File: src/design/mfi_pkg.sv
// Purpose: Constants and types for the multi-function interrupt flag block
// Assumes: AXI4-Lite register access, 32-bit data, one word per register
package mfi_pkg;
    // ------------------------------------------------------------
    // Register map
    // ------------------------------------------------------------
    localparam logic [3:0] MFI_HALL_OFS  = 4'h0;
    localparam logic [3:0] MFI_CAPAD_OFS = 4'h4;
    localparam logic [7:0] MFI_RST_VAL   = 8'h00;
    // Hall register layout: flags in the upper nibble, enables below
    localparam logic [7:0] MFI_HALL_MASK = 8'h77;
    localparam int         MFI_FLAG_LSB  = 4;
    localparam int         MFI_NUM_SRC   = 4;
    // Bus response codes
    localparam logic [1:0] MFI_RESP_OKAY   = 2'h0;
    localparam logic [1:0] MFI_RESP_SLVERR = 2'h2;

    // Event pulses from the peripherals
    typedef struct packed {
        logic hall_c_event;
        logic hall_b_event;
        logic hall_a_event;
    } mfi_hall_ev_t;

    typedef struct packed {
        logic cap_compare;
        logic cap_overflow;
        logic adc_compare;
        logic adc_done;
    } mfi_capad_ev_t;
endpackage

File: src/design/mfi_irq_flags.sv
// Purpose: Hall and capture/ADC multi-function interrupt flag registers
// Assumes: Event pulses are synchronous to clk, one cycle each
// Notes:   Upper nibble holds flags, lower nibble the matching enables
`timescale 1ns/100ps
module mfi_irq_flags
    import mfi_pkg::*;
(
    // Clock and reset
    input  wire logic          clk,
    input  wire logic          nrst,
    // Peripheral events
    input  wire mfi_hall_ev_t  hall_ev,
    input  wire mfi_capad_ev_t capad_ev,
    // Requests to CPU interrupt logic
    output logic               hall_irq_req,
    output logic               capad_irq_req,
    // AXI4-Lite write address
    input  wire logic [31:0]   s_axi_awaddr,
    input  wire logic          s_axi_awvalid,
    output logic               s_axi_awready,
    // AXI4-Lite write data
    input  wire logic [31:0]   s_axi_wdata,
    input  wire logic [3:0]    s_axi_wstrb,
    input  wire logic          s_axi_wvalid,
    output logic               s_axi_wready,
    // AXI4-Lite write response
    output logic [1:0]         s_axi_bresp,
    output logic               s_axi_bvalid,
    input  wire logic          s_axi_bready,
    // AXI4-Lite read address
    input  wire logic [31:0]   s_axi_araddr,
    input  wire logic          s_axi_arvalid,
    output logic               s_axi_arready,
    // AXI4-Lite read data
    output logic [31:0]        s_axi_rdata,
    output logic [1:0]         s_axi_rresp,
    output logic               s_axi_rvalid,
    input  wire logic          s_axi_rready
);
    // ------------------------------------------------------------
    // Write channel capture
    // ------------------------------------------------------------
    logic [3:0]  aw_addr_r;
    logic        aw_have_r;
    logic [7:0]  w_data_r;
    logic        w_byte_r;
    logic        w_have_r;
    logic [7:0]  hall_r;
    logic [7:0]  capad_r;

    // Address and data are taken independently, response after both
    wire aw_take  = s_axi_awvalid && s_axi_awready;
    wire w_take   = s_axi_wvalid && s_axi_wready;
    wire wr_fire  = aw_have_r && w_have_r && !s_axi_bvalid;
    wire wr_hall  = wr_fire && w_byte_r && (aw_addr_r == MFI_HALL_OFS);
    wire wr_capad = wr_fire && w_byte_r && (aw_addr_r == MFI_CAPAD_OFS);
    wire wr_known = (aw_addr_r == MFI_HALL_OFS) || (aw_addr_r == MFI_CAPAD_OFS);

    always_ff @(posedge clk or negedge nrst) begin
        if (!nrst) begin
            aw_have_r <= 1'b0;
            aw_addr_r <= 4'h0;
        end else if (aw_take) begin
            aw_have_r <= 1'b1;
            aw_addr_r <= (s_axi_awaddr[31:4] == 28'h0000000) ? s_axi_awaddr[3:0] : 4'hF;
        end else if (wr_fire) begin
            aw_have_r <= 1'b0;
        end
    end

    always_ff @(posedge clk or negedge nrst) begin
        if (!nrst) begin
            w_have_r <= 1'b0;
            w_data_r <= 8'h00;
            w_byte_r <= 1'b0;
        end else if (w_take) begin
            w_have_r <= 1'b1;
            w_data_r <= s_axi_wdata[7:0];
            w_byte_r <= s_axi_wstrb[0];
        end else if (wr_fire) begin
            w_have_r <= 1'b0;
        end
    end

    // Ready while the holding slot is free and no write response is pending
    always_ff @(posedge clk or negedge nrst) begin
        if (!nrst) begin
            s_axi_awready <= 1'b0;
            s_axi_wready  <= 1'b0;
        end else begin
            s_axi_awready <= !aw_have_r && !aw_take && !s_axi_bvalid;
            s_axi_wready  <= !w_have_r && !w_take && !s_axi_bvalid;
        end
    end

    // Write response, error for an unmapped word
    always_ff @(posedge clk or negedge nrst) begin
        if (!nrst) begin
            s_axi_bvalid <= 1'b0;
            s_axi_bresp  <= MFI_RESP_OKAY;
        end else if (wr_fire) begin
            s_axi_bvalid <= 1'b1;
            s_axi_bresp  <= wr_known ? MFI_RESP_OKAY : MFI_RESP_SLVERR;
        end else if (s_axi_bvalid && s_axi_bready) begin
            s_axi_bvalid <= 1'b0;
        end
    end

    // ------------------------------------------------------------
    // Flag and enable registers
    // ------------------------------------------------------------
    logic [7:0] hall_nxt;
    logic [7:0] capad_nxt;
    wire  [7:0] hall_set  = {1'b0, hall_ev.hall_c_event, hall_ev.hall_b_event,
                             hall_ev.hall_a_event, 4'h0};
    wire  [7:0] capad_set = {capad_ev.cap_compare, capad_ev.cap_overflow,
                             capad_ev.adc_compare, capad_ev.adc_done, 4'h0};

    // Write stores, then events set; a set wins over a clearing write
    assign hall_nxt  = ((wr_hall ? w_data_r : hall_r) | hall_set) & MFI_HALL_MASK;
    assign capad_nxt = (wr_capad ? w_data_r : capad_r) | capad_set;

    always_ff @(posedge clk or negedge nrst) begin
        if (!nrst) begin
            hall_r  <= MFI_RST_VAL;
            capad_r <= MFI_RST_VAL;
        end else begin
            hall_r  <= hall_nxt;
            capad_r <= capad_nxt;
        end
    end

    // ------------------------------------------------------------
    // Combined requests
    // ------------------------------------------------------------
    wire [MFI_NUM_SRC-1:0] hall_act  = hall_nxt[MFI_FLAG_LSB +: MFI_NUM_SRC] & hall_nxt[MFI_NUM_SRC-1:0];
    wire [MFI_NUM_SRC-1:0] capad_act = capad_nxt[MFI_FLAG_LSB +: MFI_NUM_SRC] & capad_nxt[MFI_NUM_SRC-1:0];

    // Registered so the request follows the register contents exactly
    always_ff @(posedge clk or negedge nrst) begin
        if (!nrst) begin
            hall_irq_req  <= 1'b0;
            capad_irq_req <= 1'b0;
        end else begin
            hall_irq_req  <= |hall_act;
            capad_irq_req <= |capad_act;
        end
    end

    // ------------------------------------------------------------
    // Read channel
    // ------------------------------------------------------------
    wire        ar_take = s_axi_arvalid && s_axi_arready;
    wire        rd_hi   = s_axi_araddr[31:4] != 28'h0000000;
    wire        rd_hall = !rd_hi && (s_axi_araddr[3:0] == MFI_HALL_OFS);
    wire        rd_cap  = !rd_hi && (s_axi_araddr[3:0] == MFI_CAPAD_OFS);
    wire [7:0]  rd_byte = rd_hall ? hall_r : (rd_cap ? capad_r : 8'h00);

    always_ff @(posedge clk or negedge nrst) begin
        if (!nrst) begin
            s_axi_arready <= 1'b0;
            s_axi_rvalid  <= 1'b0;
            s_axi_rdata   <= 32'h00000000;
            s_axi_rresp   <= MFI_RESP_OKAY;
        end else if (ar_take) begin
            s_axi_arready <= 1'b0;
            s_axi_rvalid  <= 1'b1;
            s_axi_rdata   <= {24'h000000, rd_byte};
            s_axi_rresp   <= (rd_hall || rd_cap) ? MFI_RESP_OKAY : MFI_RESP_SLVERR;
        end else if (s_axi_rvalid) begin
            s_axi_rvalid  <= !s_axi_rready;
        end else begin
            s_axi_arready <= 1'b1;
        end
    end
endmodule

File: config.mk
export PLATFORM = sky130hd
export DESIGN_NAME = mfi_irq_flags
export DESIGN_NICKNAME = d
export VERILOG_FILES = /design/src/design/mfi_pkg.sv /design/src/design/mfi_irq_flags.sv
export SDC_FILE = /design/constraint.sdc
export NUM_CORES = 1
export LEC_CHECK = 0
export ABC_AREA = 0
export BUFFER_PORTS_ARGS = -buffer_cell sky130_fd_sc_hd__clkbuf_2
export CAP_MARGIN = 20
export CORE_AREA = 2 2 89 91
export DETAILED_ROUTE_END_ITERATION = 8
export DIE_AREA = 0 0 91 93
export GPL_TIMING_DRIVEN = 1
export SLEW_MARGIN = 20
export SYNTH_ARGS = -nofsm -noshare
export SYNTH_HDL_FRONTEND = slang
export SYNTH_SLANG_ARGS = --single-unit
File: constraint.sdc
create_clock -name clk -period 1.7 [get_ports clk]
set_input_delay 0.34 -clock clk [delete_from_list [all_inputs] [get_ports clk]]
set_output_delay 0.34 -clock clk [all_outputs]
set_load 0.02 [all_outputs]
# Word level (Yosys, flattened, before mapping)

Index checks and enable logic that the tools add are counted.

Input port bits: 114
Register bits: 48

Reduce and logical (&&, ||, !) cells: 33
Mux-type cells: 16
Bitwise logic cells: 4
Eq/ne operators: 3

Operator list:

| cell                                           | count |
|---|---|
| zero test 28 bit                               | 1 |
| nonzero test 28 bit                            | 1 |
| 2-to-1 mux 8 bit                               | 3 |
| logical AND 1 bit                              | 15 |
| 2-to-1 mux 1 bit                               | 9 |
| == test 4 x 3 -> 1 bit (second input constant) | 2 |
| zero test 4 bit                                | 2 |
| OR 8 bit                                       | 1 |
| OR reduction 4 bit                             | 2 |
| zero test 1 bit                                | 7 |
| 2-to-1 mux 7 bit                               | 1 |
| OR 7 bit                                       | 1 |
| nonzero test 2 bit                             | 3 |
| AND 4 bit                                      | 1 |
| 2-to-1 mux 2 bit                               | 2 |
| 2-to-1 mux 4 bit                               | 1 |
| AND 3 bit                                      | 1 |
| logical OR 1 bit                               | 2 |
| != test 2 x 1 -> 1 bit (second input constant) | 1 |

# Depth between registers and ports, before layout

Depth in word-level cells: 8
Gate-level depth with buffers: 6
Depth with buffers taken out: 5

# Worst setup path after synthesis

Ideal clock, no wire load.

Path type: register to register
Start: register s_axi_bvalid
End: register hall_irq_req
Period minus slack after synthesis: 1.883 ns
Data required time: 1.574 ns
Stages on the path, launching flop included: 7
Setup time: 0.126 ns
Setup slack: -0.183 ns
Data arrival time: 1.757 ns
Cells stage by stage: dfrtp_1 and3b_1 and4b_1 buf_6 mux2_4 a21boi_1 a221o_1

Longest elaborated chain between the ends: 8

RTL lines:

| item                            | line                 | RTL |
|---|---|---|
| start: declaration              | mfi_irq_flags.sv:28  | `output logic s_axi_bvalid,` |
| start signal: assignment        | mfi_irq_flags.sv:99  | `s_axi_bvalid <= 1'b0;` |
| start signal: assignment        | mfi_irq_flags.sv:102 | `s_axi_bvalid <= 1'b1;` |
| start signal: assignment        | mfi_irq_flags.sv:105 | `s_axi_bvalid <= 1'b0;` |
| zero test 1 bit                 | mfi_irq_flags.sv:54  | `wire wr_fire = aw_have_r && w_have_r && !s_axi_bvalid;` |
| logical AND 1 bit               | mfi_irq_flags.sv:54  |  |
| logical AND 1 bit (2 in series) | mfi_irq_flags.sv:55  | `wire wr_hall = wr_fire && w_byte_r && (aw_addr_r == MFI_HALL_OFS);` |
| 2-to-1 mux 7 bit                | mfi_irq_flags.sv:120 | `assign hall_nxt = ((wr_hall ? w_data_r : hall_r) \| hall_set) & MFI_HALL_MASK;` |
| OR 7 bit                        | mfi_irq_flags.sv:120 |  |
| named net hall_nxt[2]           | mfi_irq_flags.sv:112 | `logic [7:0] hall_nxt;` |
| AND 3 bit                       | mfi_irq_flags.sv:136 | `wire [MFI_NUM_SRC-1:0] hall_act = hall_nxt[MFI_FLAG_LSB +: MFI_NUM_SRC] & hall_nxt[MFI_NUM_SRC-1:0];` |
| OR reduction 4 bit              | mfi_irq_flags.sv:145 | `hall_irq_req <= \|hall_act;` |
| end signal: assignment          | mfi_irq_flags.sv:145 |  |
| end: declaration                | mfi_irq_flags.sv:15  | `output logic hall_irq_req,` |

The timed path passes the listed nets, and every way through them passes these cells.
A chain may end at the register's enable or synchronous reset.

# Worst setup path after layout

Start: register aw_addr_r[1]
End: register hall_irq_req

Longest elaborated chain between the ends: 6

RTL lines:

| item                     | line                 | RTL |
|---|---|---|
| start: declaration       | mfi_irq_flags.sv:43  | `logic [3:0] aw_addr_r;` |
| start signal: assignment | mfi_irq_flags.sv:65  | `aw_addr_r <= (s_axi_awaddr[31:4] == 28'h0000000) ? s_axi_awaddr[3:0] : 4'hF;` |
| zero test 4 bit          | mfi_irq_flags.sv:55  |  |
| logical AND 1 bit        | mfi_irq_flags.sv:55  |  |
| 2-to-1 mux 7 bit         | mfi_irq_flags.sv:120 |  |
| OR 7 bit                 | mfi_irq_flags.sv:120 |  |
| named net hall_nxt[2]    | mfi_irq_flags.sv:112 |  |
| AND 3 bit                | mfi_irq_flags.sv:136 |  |
| OR reduction 4 bit       | mfi_irq_flags.sv:145 |  |

The timed path passes the listed nets, and every way through them passes these cells.

==> flow_summary.ini <==
[outcome]
status = finished with violations
failed_checks = negative setup slack

[pwr]
netSwitchingPower_uw = 906
intPower_mw = 2.13
ir_drop_mv = 0.560
clkPwrFrac_pct = 26.9
power.density_nw_per_um2 = 1020
p_leak_nw = 1.51
p_comb_share_pct = 25.2
swShare_pct = 29.9
p_seq_share_pct = 47.8

[setup_path]
path_buf_inv = 0
r2r-end = hall_irq_req
critPathMaxStageDelay_ns = 0.41
cp_slowest_cell = dfrtp_1
r2r-start = aw_addr_r[1]
cp_cell_sequence = nor3_4 > and4b_2 > mux2_4 > a21boi_1 > a221o_1
reg2reg_slack_ns = -0.16
crit_family = simple AND/OR/NAND/NOR gates
criticalPathCategory = register to register
critical_path_arrival_ns = 2.04
crit_required_ns = 1.88
r2r_cells = 5
end_kind = register
crit_fanout = 5
start_kind = register

[global_route]
antenna_found_initial = 0
grt.total_usage_pct = 12.4
grt_max_degree = 30
grt_pass1_wl_um = 8370
grt_overflow = 0
grt_pass1_vias = 1849

[layout]
insertedDiodeCount = 0
postLayoutCoreUtil_pct = 39.5
syn2layout_area_growth_pct = 34.7
drive_gt1_share_pct = 48.9
final_cell_mix = clkbuf_2, dfrtp_1, conb_1, nand2_1, buf_4
mostFrequentLayoutCell = clkbuf_2
layout.nets = 427

[route]
antenna_left = 0
drt_pass1_iterations = 4
highest_layer = met4
routed_wl_um = 4960
vias = 1840
drtIter0Drc = 70
wl_met1_um = 2010
viasPerCell = 4.43
route.met3.wl_um = 547
wl_per_cell_um = 12.0
drc_errors = 0
wl_met2_um = 2370

[yosys]
synth_top_family_by_area = simple AND/OR/NAND/NOR gates
synthCells = 194
synth-adder-area-share_pct = 0
synth_simple_gate_area_share_pct = 14.0
synth_cell_type_count = 35
synth_compound_gate_area_share_pct = 9.93
ys_ff_latch = 46
synth_mux_area_share_pct = 12.3
syn_area_um2 = 2200
synth-xor-area-share_pct = 0
synth_area_per_cell_um2 = 11.4
ys_warn_count = 0
seq_area_frac_synth_pct = 52.2

[clock_network]
clk_pin_slew_worst_paths_ns = 0.08
cts_root_buffer = clkbuf_8
clock_latency_ns = 0.29
cts_buffers = 5
clk_path_buf_depth = 2
cts_tree = yes
clock-sinks = 46
cts.htree.levels = 2

[floorplan]
die_x_um = 91
rows = 32
die_y_um = 93
io_pins = 157
die_area_um2 = 8460
core_um2 = 7530
start_util_pct = 29.3

[sta]
fin_crit_ns = 1.86
min_period_over_period_pct = 109
hold_violations = 0
fmax_ghz = 0.538
hold_slack_ns = 0.0105
skew_ns = 0.00577
relSlewSlack_pct = 64.8
final-setup-viol-count = 2
report.final.slew_viol_count = 0
rsz0062_at_grt = true
setup_ws_ns = -0.159
tightest_slew_ns = 0.529

[place]
dp_hpwl_um = 4110
io_buffers = 103
place_congestion = 0.713

[hold_path]
hold_path_class = input pin to async pin

[flow_run]
cap_violations = 0
-- layer usage --
metal	track usage (%)	vias to the layer above
li1	-	884
met1	13.8	840
met2	22.3	112
met3	5.32	4
met4	2.40	0
met5	0	-
-- worst reg2reg max path, cell delays in order, from the launching register on --
cell	delay, ns
dfrtp_1	0.41
nor3_4	0.25
and4b_2	0.38
mux2_4	0.33
a21boi_1	0.13
a221o_1	0.26
-- cells by family after synthesis --
family	count (synthesis)
DFF	46
other	1
AOI/OAI and AO/OA	31
buffers and inverters	37
and+or+nand+nor	55
muxes	24
-- final cells by class --
cell class	instances	area, µm²
Fill cell	776	4560
Sequential cell	46	1150
Multi-Input combinational cell	136	915
Timing Repair Buffer	118	641
Tap cell	102	128
Clock buffer	6	82.6
Clock inverter	1	30.0
Inverter	6	22.5
-- registers in the layout (all words and copies together), names as in the netlist, 4 cells and up --
register,cells
s_axi_rdata,8
aw_addr_r,4
w_data_r,8
capad_r,8
hall_r,6
-- worst max path at each step --
stage                      start            to  slack (ns)  cells past startpoint
floorplan           s_axi_bvalid  hall_irq_req       -0.14                      6
global placement    aw_addr_r[1]  hall_irq_req       -0.19                      5
detailed placement  aw_addr_r[1]  hall_irq_req       -0.23                      5
CTS                 aw_addr_r[1]  hall_irq_req       -0.18                      5
global route        aw_addr_r[1]  hall_irq_req       -0.27                      5
finish              aw_addr_r[1]  hall_irq_req       -0.16                      5
-- timing repair --
item                       in CTS  in global routing
setup buffers                   0                  1
setup endpoints to repair       2                  3
pin swaps                       1                  0
hold buffers                    0                  0
gates resized for setup         1                  2
-- Yosys cell counts, drive strengths merged --
library cell / count / area share (%)
a21oi: 3 / 0.68
and4b: 1 / 0.45
or2: 1 / 0.28
dfrtp: 46 / 52
and3b: 1 / 0.40
and2: 1 / 0.28
o31a: 2 / 0.91
nor3: 7 / 2.1
mux2i: 8 / 3.6
conb: 1 / 0.17
buf: 28 / 9.9
mux2: 16 / 8.7
o22a: 4 / 1.6
a211oi: 1 / 0.34
a21o: 1 / 0.40
clkbuf: 3 / 0.51
o311a: 2 / 0.96
nand2: 19 / 3.2
or4: 1 / 0.34
a221o: 1 / 0.45
inv: 6 / 1.0
nor4: 13 / 3.7
a2111o: 1 / 0.51
nor2: 5 / 0.85
o21ai: 12 / 2.7
a21boi: 3 / 1.0
nand3: 1 / 0.23
nand4: 5 / 2.1
o21a: 1 / 0.34
-- power by group through the flow --
stage	clock network (mW)	registers (mW)	logic, mW
4_1_cts	0.841	1.45	0.778
2_1_floorplan	0	1.53	0.399
3_3_place_gp	0	1.46	0.760
3_5_place_dp	0	1.47	0.772
6_report	0.817	1.45	0.765
5_1_grt	0.892	1.48	0.857
-- stage by stage --
step	instance area (µm²)	cells	setup TNS (ns)	power [mW]	setup WS [ns]
final	2970	415	-0.278	3.03	-0.159
after floorplan	2310	219	-0.184	1.92	-0.138
after global routing	2970	415	-0.526	3.23	-0.268
after CTS	2960	414	-0.321	3.07	-0.175
after global placement	2840	407	-0.307	2.22	-0.186
after detailed placement	2840	407	-0.380	2.24	-0.233
No activity file was read; power rests on OpenSTA's default activity.
